**src/pem_map.svh**
```systemverilog
// Constants for the port E pin function selector
`ifndef PEM_MAP_SVH
`define PEM_MAP_SVH
`define PEM_NUM_GEN_PINS 3
`define PEM_DIR_OUT 1'h0
`define PEM_DIR_IN 1'h1
`define PEM_DIR_RESET 3'h7
`define PEM_ANA_RESET 3'h7
`define PEM_PIN0 0
`define PEM_PIN1 1
`define PEM_PIN2 2
`define PEM_PIN3 3
`define PEM_SYNC_RESET 4'hF
`define PEM_DRIVE_RESET 3'h0
`define PEM_INPUT_RESET 4'h0
`define PEM_CAP_RESET 1'h0
`define PEM_CLEAR_RESET 1'h1
`endif

```
**src/pem_pkg.sv**
```systemverilog
// Types for the port E pin function selector
package pem_pkg;
	// Per-pin function as seen by the selector
	typedef enum logic [2:0] {
		PEM_FN_LATCH = 3'h0,
		PEM_FN_PERIPH = 3'h1,
		PEM_FN_DIG_IN = 3'h2,
		PEM_FN_ANALOG = 3'h3,
		PEM_FN_OFF = 3'h4
	} pem_fn_t;
	// Peripheral outputs that may claim a pin
	typedef struct packed {
		logic unit3_pwm_a;
		logic unit3_pwm_a_en;
		logic unit3_pwm_b;
		logic unit3_pwm_b_en;
		logic unit3_cmp;
		logic unit3_cmp_en;
		logic unit5_cmp;
		logic unit5_cmp_en;
	} pem_periph_t;
	// Per-pin configuration
	typedef struct packed {
		logic [2:0] direction_control;
		logic [2:0] analog_select;
	} pem_cfg_t;
endpackage : pem_pkg

```
**src/pem_pin_mux.sv**
```systemverilog
// Port E pin function selector: pins 0..2 general, pin 3 input or master clear
`timescale 1ns/10ps
`include "pem_map.svh"

module pem_pin_mux
	import pem_pkg::*;
(
	input wire logic clk_sys,
	input wire logic reset_n,
	input wire pem_cfg_t cfg,
	input wire logic [2:0] output_latch,
	input wire pem_periph_t periph,
	input wire logic unit3_pin_route_select,
	input wire logic external_reset_enable,
	input wire logic [3:0] pin_in,
	output logic [2:0] pin_out,
	output logic [2:0] pin_oe,
	output logic [3:0] pin_input_value,
	output logic [2:0] analog_en,
	output logic unit3_capture_in,
	output logic unit5_capture_in,
	output logic master_clear_n
);

	// ****************************************************************
	// Input synchronisers
	// ****************************************************************
	logic [3:0] sync1_q;
	logic [3:0] sync2_q;
	logic [3:0] sync3_q;
	logic [3:0] stable_q;
	logic [2:0] dir_q;
	logic [2:0] ana_q;
	logic [3:0] stable_d;

	// Three stages; the value moves only once stages two and three agree
	assign stable_d = (sync2_q & ~(sync2_q ^ sync3_q)) | (stable_q & (sync2_q ^ sync3_q));

	always_ff @(posedge clk_sys) begin
		if (!reset_n) begin
			sync1_q <= `PEM_SYNC_RESET;
			sync2_q <= `PEM_SYNC_RESET;
			sync3_q <= `PEM_SYNC_RESET;
			stable_q <= `PEM_SYNC_RESET;
		end else begin
			sync1_q <= pin_in;
			sync2_q <= sync1_q;
			sync3_q <= sync2_q;
			stable_q <= stable_d;
		end
	end

	// Config registered; reset leaves every general pin (0..2) an analog input, safe for the pads
	always_ff @(posedge clk_sys) begin
		if (!reset_n) begin
			dir_q <= `PEM_DIR_RESET;
			ana_q <= `PEM_ANA_RESET;
		end else begin
			dir_q <= cfg.direction_control;
			ana_q <= cfg.analog_select;
		end
	end

	// ****************************************************************
	// Function decode per general pin
	// ****************************************************************
	logic [2:0] periph_val;
	logic [2:0] periph_en;
	logic [2:0] dig_in_en;
	logic [2:0] out_d;
	logic [2:0] oe_d;
	logic [2:0] out_q;
	logic [2:0] oe_q;
	logic route_ok;

	// Unit 3 only reaches pin 0 while the route select is clear
	assign route_ok = ~unit3_pin_route_select;
	// PWM A wins over plain compare when both are enabled
	assign periph_en[`PEM_PIN0] = route_ok & (periph.unit3_pwm_a_en | periph.unit3_cmp_en);
	assign periph_val[`PEM_PIN0] = periph.unit3_pwm_a_en ? periph.unit3_pwm_a : periph.unit3_cmp;
	assign periph_en[`PEM_PIN1] = periph.unit3_pwm_b_en;
	assign periph_val[`PEM_PIN1] = periph.unit3_pwm_b;
	assign periph_en[`PEM_PIN2] = periph.unit5_cmp_en;
	assign periph_val[`PEM_PIN2] = periph.unit5_cmp;

	genvar gi;
	generate
		for (gi = 0; gi < `PEM_NUM_GEN_PINS; gi++) begin : g_pin
			// Output driver: direction 0 drives regardless of analog select
			assign oe_d[gi] = (dir_q[gi] == `PEM_DIR_OUT);
			// Peripheral overrides the latch
			assign out_d[gi] = periph_en[gi] ? periph_val[gi] : output_latch[gi];
			// Digital input buffer off whenever analog is selected
			assign dig_in_en[gi] = (dir_q[gi] == `PEM_DIR_IN) & ~ana_q[gi];
			// Analog channel switch
			assign analog_en[gi] = dir_q[gi] & ana_q[gi];
		end
	endgenerate

	// Pin drive comes from flops so the pads see clean levels
	always_ff @(posedge clk_sys) begin
		if (!reset_n) begin
			out_q <= `PEM_DRIVE_RESET;
			oe_q <= `PEM_DRIVE_RESET;
		end else begin
			out_q <= out_d;
			oe_q <= oe_d;
		end
	end

	assign pin_out = out_q;
	assign pin_oe = oe_q;

	// ****************************************************************
	// Input side and pin 3
	// ****************************************************************
	logic [3:0] in_val_q;
	logic cap3_q;
	logic cap5_q;
	logic clear_pin_q;

	// Disabled inputs read as zero; pin 3 reads zero while it is master clear
	always_ff @(posedge clk_sys) begin
		if (!reset_n) begin
			in_val_q <= `PEM_INPUT_RESET;
			cap3_q <= `PEM_CAP_RESET;
			cap5_q <= `PEM_CAP_RESET;
			clear_pin_q <= `PEM_CLEAR_RESET;
		end else begin
			in_val_q[2:0] <= stable_q[2:0] & dig_in_en;
			in_val_q[`PEM_PIN3] <= stable_q[`PEM_PIN3] & ~external_reset_enable;
			cap3_q <= stable_q[`PEM_PIN0] & dig_in_en[`PEM_PIN0] & route_ok;
			cap5_q <= stable_q[`PEM_PIN2] & dig_in_en[`PEM_PIN2];
			clear_pin_q <= stable_q[`PEM_PIN3] | ~external_reset_enable;
		end
	end

	assign pin_input_value = in_val_q;
	assign unit3_capture_in = cap3_q;
	assign unit5_capture_in = cap5_q;
	assign master_clear_n = clear_pin_q;

	// ****************************************************************
	// Checks
	// ****************************************************************
	a_latch_drive: assert property (@(posedge clk_sys) disable iff (!reset_n)
		$past(reset_n) && !$past(dir_q[1]) && !$past(periph_en[1])
		|-> pin_oe[1] && pin_out[1] == $past(output_latch[1]))
		else $error("pin 1 latch not driven");
	a_dig_off: assert property (@(posedge clk_sys) disable iff (!reset_n)
		$past(reset_n) && $past(ana_q[0]) |-> !pin_input_value[0])
		else $error("digital input not disabled under analog");
	a_cap3_route: assert property (@(posedge clk_sys) disable iff (!reset_n)
		$past(reset_n) && $past(unit3_pin_route_select) |-> !unit3_capture_in)
		else $error("unit 3 capture while routed away");
	a_cap5_path: assert property (@(posedge clk_sys) disable iff (!reset_n)
		$past(reset_n) && $past(dig_in_en[2]) |-> unit5_capture_in == $past(stable_q[2]))
		else $error("unit 5 capture mismatch");
	a_pwm_b: assert property (@(posedge clk_sys) disable iff (!reset_n)
		$past(reset_n) && $past(periph.unit3_pwm_b_en) && !$past(dir_q[1])
		|-> pin_out[1] == $past(periph.unit3_pwm_b))
		else $error("pwm B not on pin 1");
	a_route_latch: assert property (@(posedge clk_sys) disable iff (!reset_n)
		$past(reset_n) && $past(unit3_pin_route_select) |-> pin_out[0] == $past(output_latch[0]))
		else $error("unit 3 reached pin 0 while routed away");
	a_pin3_input: assert property (@(posedge clk_sys) disable iff (!reset_n)
		$past(reset_n) && $past(external_reset_enable) |-> !pin_input_value[3])
		else $error("pin 3 read while master clear");
	a_clear_follow: assert property (@(posedge clk_sys) disable iff (!reset_n)
		$past(reset_n) && $past(external_reset_enable) |-> master_clear_n == $past(stable_q[3]))
		else $error("master clear not following pin 3");
	a_clear_idle: assert property (@(posedge clk_sys) disable iff (!reset_n)
		$past(reset_n) && !$past(external_reset_enable) |-> master_clear_n)
		else $error("master clear asserted while pin 3 is plain input");
	a_pin3_read: assert property (@(posedge clk_sys) disable iff (!reset_n)
		$past(reset_n) && !$past(external_reset_enable)
		|-> pin_input_value[3] == $past(stable_q[3]))
		else $error("pin 3 plain input not read");
	// Analog switch follows the configuration ports, one edge behind
	a_analog_ch: assert property (@(posedge clk_sys) disable iff (!reset_n)
		$past(reset_n)
		|-> analog_en == ($past(cfg.direction_control) & $past(cfg.analog_select)))
		else $error("analog channel decode wrong");
	a_analog_quiet: assert property (@(posedge clk_sys) disable iff (!reset_n)
		$past(reset_n) && $past(analog_en[0]) |-> !pin_input_value[0] && !unit3_capture_in)
		else $error("digital path live on an analog pin");
	// Output side: direction alone gates the driver, latch rules when no peripheral claims
	a_oe_dir: assert property (@(posedge clk_sys) disable iff (!reset_n)
		$past(reset_n) && $past(reset_n, 2) |-> pin_oe == ~$past(cfg.direction_control, 2))
		else $error("pin driver does not follow direction");
	a_latch_all: assert property (@(posedge clk_sys) disable iff (!reset_n)
		$past(reset_n) && $past(periph_en) == 3'h0 |-> pin_out == $past(output_latch))
		else $error("latch not on pins");
	a_pwm_a: assert property (@(posedge clk_sys) disable iff (!reset_n)
		$past(reset_n) && !$past(unit3_pin_route_select) && $past(periph.unit3_pwm_a_en)
		|-> pin_out[0] == $past(periph.unit3_pwm_a))
		else $error("pwm A not on pin 0");
	a_cmp3_out: assert property (@(posedge clk_sys) disable iff (!reset_n)
		$past(reset_n) && !$past(unit3_pin_route_select) && $past(periph.unit3_cmp_en)
		&& !$past(periph.unit3_pwm_a_en) |-> pin_out[0] == $past(periph.unit3_cmp))
		else $error("unit 3 compare not on pin 0");
	// Input side: enabled digital paths pass the synchronised level; the last check is unit 5 overriding the pin 2 latch
	a_dig_read: assert property (@(posedge clk_sys) disable iff (!reset_n)
		$past(reset_n) && $past(dir_q[1]) && !$past(ana_q[1])
		|-> pin_input_value[1] == $past(stable_q[1]))
		else $error("pin 1 digital input not read");
	a_cap3_path: assert property (@(posedge clk_sys) disable iff (!reset_n)
		$past(reset_n) && !$past(unit3_pin_route_select) && $past(dig_in_en[0])
		|-> unit3_capture_in == $past(stable_q[0]))
		else $error("unit 3 capture input not passed");
	a_periph_win: assert property (@(posedge clk_sys) disable iff (!reset_n)
		$past(reset_n) && $past(periph_en[2]) |-> pin_out[2] == $past(periph.unit5_cmp))
		else $error("unit 5 did not override latch");

endmodule : pem_pin_mux

```
**config.mk**
```make
export PLATFORM = sky130hd
export DESIGN_NAME = pem_pin_mux
export DESIGN_NICKNAME = d
export VERILOG_FILES = /design/src/pem_pkg.sv /design/src/pem_pin_mux.sv
export VERILOG_INCLUDE_DIRS = /design/src
export SDC_FILE = /design/constraint.sdc
export NUM_CORES = 1
export LEC_CHECK = 0
export BUFFER_PORTS_ARGS = -buffer_cell sky130_fd_sc_hd__buf_2
export CAP_MARGIN = 20
export CELL_PAD_IN_SITES_DETAIL_PLACEMENT = 0
export CELL_PAD_IN_SITES_GLOBAL_PLACEMENT = 1
export CORE_MARGIN = 1.5
export CORE_UTILIZATION = 34
export CTS_CLUSTER_DIAMETER = 200
export DETAILED_ROUTE_END_ITERATION = 10
export GPL_TIMING_DRIVEN = 0
export PLACE_DENSITY = 0.76
export SLEW_MARGIN = 20
export SYNTH_ARGS = -nofsm -noshare
export SYNTH_HDL_FRONTEND = slang
export SYNTH_SLANG_ARGS = --single-unit
```
**constraint.sdc**
```tcl
create_clock -name clk_sys -period 1 [get_ports clk_sys]
set_input_delay 0.1 -clock clk_sys [delete_from_list [all_inputs] [get_ports clk_sys]]
set_output_delay 0.1 -clock clk_sys [all_outputs]
set_load 0.01 [all_outputs]
```
======== Word-level counts from Yosys, hierarchy flattened ========
Index checks and enable logic that the tools add are counted.
storage, ports and cells
  output and inout bits ................... 16
  memory bits (read-only) ................. 0
  bits of input ports ..................... 25
  bits in latches ......................... 0
  register bits ........................... 35
  word-level logic and storage cells ...... 43
  memory bits (writable) .................. 0
  memories ................................ 0
operators by class
  bitwise gates (word level) .............. 27
  equality and inequality tests ........... 0
  multiply operators ...................... 0
  shift-type cells ........................ 0
  add/subtract/negate cells ............... 0
  $lt $le $gt $ge ......................... 0
  divide/modulo/power cells ............... 0
  reductions and logical operators ........ 0
  muxes and demuxes ....................... 4
operators by type and width
  operator           count
  1-bit bitwise AND  11
  4-bit bitwise AND  2
  1-bit inverter     8
  1-bit 2-to-1 mux   4
  4-bit inverter     1
  4-bit OR           1
  4-bit XOR          1
  3-bit bitwise AND  1
  1-bit OR           2

======== Depth between registers and ports, before layout ========
  depth in word-level cells ............... 4
  depth in mapped cells ................... 3
  mapped depth without buffers ............ 3

======== Least setup slack after synthesis ========
OpenSTA, ideal clock, no wires.
  path type ............................... reg-to-reg
  start ................................... register (tool-made name)
  end ..................................... register cap3_q, in the netlist unit3_capture_in
  path slack .............................. 0.259 ns
  stages on the path, launching flop included .. 3
  required time ........................... 0.886 ns
  data arrival time ....................... 0.627 ns
  buffers on the path ..................... 0
  clock period less this slack ............ 0.741 ns
  cell sequence ........................... dfxtp_1 > and4b_1 > and2b_1
RTL lines
  what                  line                source
  to (signal assigned)  pem_pin_mux.sv:126  cap3_q <= `PEM_CAP_RESET;
  to (signal assigned)  pem_pin_mux.sv:132  cap3_q <= stable_q[`PEM_PIN0] & dig_in_en[`PEM_PIN0] & route_ok;
  to (decl)             pem_pin_mux.sv:118  logic cap3_q;

======== Final worst setup path ========
  start ................................... register dir_q[0]
  end ..................................... output analog_en[0]
on the way
  cells in the longest elaborated chain, start to end .. 1
RTL lines
  what                    line               source
  from (decl)             pem_pin_mux.sv:32  logic [2:0] dir_q;
  from (signal assigned)  pem_pin_mux.sv:56  dir_q <= `PEM_DIR_RESET;
  from (signal assigned)  pem_pin_mux.sv:59  dir_q <= cfg.direction_control;
  1-bit bitwise AND       pem_pin_mux.sv:96  assign analog_en[gi] = dir_q[gi] & ana_q[gi];
  to (decl)               pem_pin_mux.sv:19  output logic [2:0] analog_en,
No other way between the ends.

==> impl_metrics.toml <==
[place]
gp_congestion = 0.676
dp_cells = 162
place_ws_ns = 0.227
io_buffers = 40
dp_hpwl_um = 1220
placed_area_um2 = 1270

[grt]
gr-usage-all-layers_pct = 11.6
antenna_found_initial = 0
grt_pass1_vias = 706
grt_pass1_wl_um = 2780
grt_max_degree = 12
grt_overflow = 0

[power]
pwr-share-comb_pct = 9.7
clockPowerShare_pct = 32.2
power.share.sequential_pct = 58.1
power.density_nw_per_um2 = 1640
p_switching_mw = 0.558
p_sw_share_pct = 22.8
irDropWorstVdd_mv = 1.06
p_leak_nw = 0.688
cell_internal_pwr_mw = 1.90

[critical_path]
worstSetupPathType = "reg2out"
worst_setup_path_end_kind = "primary output"
r2r_end = "unit3_capture_in$_SDFF_PN0_"
cp.required_ns = 0.90
path_max_fanout = 2
timing.rr.start = "dir_q[0]$_SDFF_PN1_"
crit_path_start_kind = "register"
rrSetupSlack_ns = 0.13
rr_worst_depth = 3
worstPathArrival_ns = 0.93

[yosys]
yosysSeqAreaShare_pct = 65.8
yosysWarnings = 0
syn-mean-instance-area_um2 = 11.4
synthFlopType = "dfxtp_1"
yosysUniqueCellTypes = 17
synth_top_area_cell = "dfxtp_1"
synth_top_area_share_pct = 65.8
synthTopCellsByCount = "dfxtp_1 (34), nand2b_1 (18), nor2_1 (6), nor2b_1 (6)"
async_flop_share_pct = 0
yosysMostFrequentCell = "dfxtp_1"
syn_area_um2 = 1030
synthesis.nets = 116
ys_seq_elements = 34
synth_area_leaders = "dfxtp_1 (66%), nand2b_1 (11%), nor2b_1 (3.6%)"
synthCells = 91
synth_edf_count = 0

[sta]
fmax_mhz = 973
setup_viol = 3
skew_ns = 0.00827
post-route-period-util_pct = 103
relSlewSlack_pct = 87.7
min_period_ns = 1.03
fin_ws_ns = -0.0277
worst_pin_slew_ns = 0.185
rsz0062_at_grt = "true"
maxSlewViolCount = 0
finalHoldViolations = 0

[detailed_routing]
route.detailed.wl_per_inst_um = 9.98
viasPerCell = 4.36
routed_wl_um = 1830
drc_errors = 6
drt-pass1-iter-count = 7
ant_nets = 0
vias = 797
drtIter0Drc = 37

[floorplanning]
initial_core_util_pct = 36.6
dieArea_um2 = 3380
rows = 19
die_y_um = 58.2
coreArea_um2 = 2830
die_w_um = 58.2
io_pins = 41

[hold_path]
holdPathEnd = "pin_out[2]$_SDFF_PN0_"
hold_class = "in2reg"
worstHoldStart = "output_latch[2]"
min_path_cells = 3

[clocking]
ctsRootBufferMaster = "clkbuf_4"
cts_buffer_depth = 2
cts_max_level = 2
clock-sinks = 34
cts_tree = "done"
cts_buffers = 5
clk_pin_slew_ns = 0.11
clkLatencyLatePin_ns = 0.33

[finish]
stdcell_area_um2 = 1500
fin_nets = 176
n_antenna_cell = 0
syn2layout_area_growth_pct = 44.6
fin_cells = 183
drive_above_1_share_pct = 40.1

[job]
cap_violations = 0

[run_status]
status = "finished with violations"
violations = "design-rule violations, negative setup slack"
[what timing repair did]
item | in CTS | in global routing
setup endpoints to repair | 4 | 3
gates resized for setup | 4 | 7
endpoints found under the hold margin | 12 | 0
pin swaps | 1 | 1
hold buffers | 12 | 0
setup buffers | 2 | 0
[area by class of cell]
class,count,area [um^2]
Buffer,3,17.5
Fill cell,252,1330
Sequential cell,34,688
Multi-Input combinational cell,53,334
Clock buffer,6,51.3
Tap cell,31,38.8
Clock inverter,2,12.5
Timing Repair Buffer,54,354
[worst max path at each step]
stage | from | endpoint | slack, ns
6_report | dir_q[0]$_SDFF_PN1_ | analog_en[0] | -0.03
5_1_grt | ana_q[1]$_SDFF_PN1_ | analog_en[1] | -0.08
4_1_cts | ana_q[0]$_SDFF_PN1_ | analog_en[0] | -0.05
3_5_place_dp | register | unit3_capture_in$_SDFF_PN0_ | 0.23
3_3_place_gp | register | unit3_capture_in$_SDFF_PN0_ | 0.24
2_1_floorplan | register | unit3_capture_in$_SDFF_PN0_ | 0.26
[critical path: stages (launching register included)]
cell and delay [ns]:
dfxtp_2 0.33, and2_4 0.15, buf_6 0.11
[layer usage]
metal,vias to the layer above,share of wire [%],track usage [%]
li1,416,-,-
met1,338,44,12.0
met2,36,43,18.2
met3,7,9.9,4.69
met4,0,2.9,9.97
met5,-,0,0
[cell families (layout without fill, tap and decap cells)]
| family | Yosys count | after routing | share of synthesized area (%) |
|---|---|---|---|
| AOI/OAI and AO/OA | 11 | 11 | 5.80 |
| buffers and inverters | 4 | 65 | 2.42 |
| DFF | 34 | 34 | 65.8 |
| muxes | 2 | 2 | 1.93 |
| and+or+nand+nor | 40 | 40 | 24.1 |
[stage by stage]
| stage | utilization, % | TNS [ns] | power [mW] | hold slack, ns |
|---|---|---|---|---|
| 2_1_floorplan | - | 0 | 1.54 | 0.173 |
| 3_3_place_gp | 45.0 | 0 | 1.63 | 0.281 |
| 3_5_place_dp | 45.0 | 0 | 1.64 | 0.286 |
| 4_1_cts | 52.1 | -0.140 | 2.47 | 0.00999 |
| 5_1_grt | 52.9 | -0.227 | 2.58 | 0.00882 |
| 6_report | 52.9 | -0.0695 | 2.45 | 0.0176 |
[power groups by stage]
stage	logic, mW	clock network, mW	registers, mW
2_1_floorplan	0.0792	0	1.46
3_3_place_gp	0.180	0	1.45
3_5_place_dp	0.183	0	1.46
4_1_cts	0.226	0.818	1.42
5_1_grt	0.258	0.886	1.43
6_report	0.237	0.791	1.43
[layout by cell type (no fill, tap or decap), types with 2 or more instances in the layout]
master          n
and4b_1         3
buf_2          38
and2_4          2
dfxtp_1        28
nor2_1          6
nand2b_1       18
dlygate4sd3_1  12
clkbuf_4        5
a21oi_1         5
nor2b_1         6
buf_4           3
o21ai_0         5
dfxtp_2         6
mux2i_1         2
buf_6           3
(Power assumes the default switching activity.)
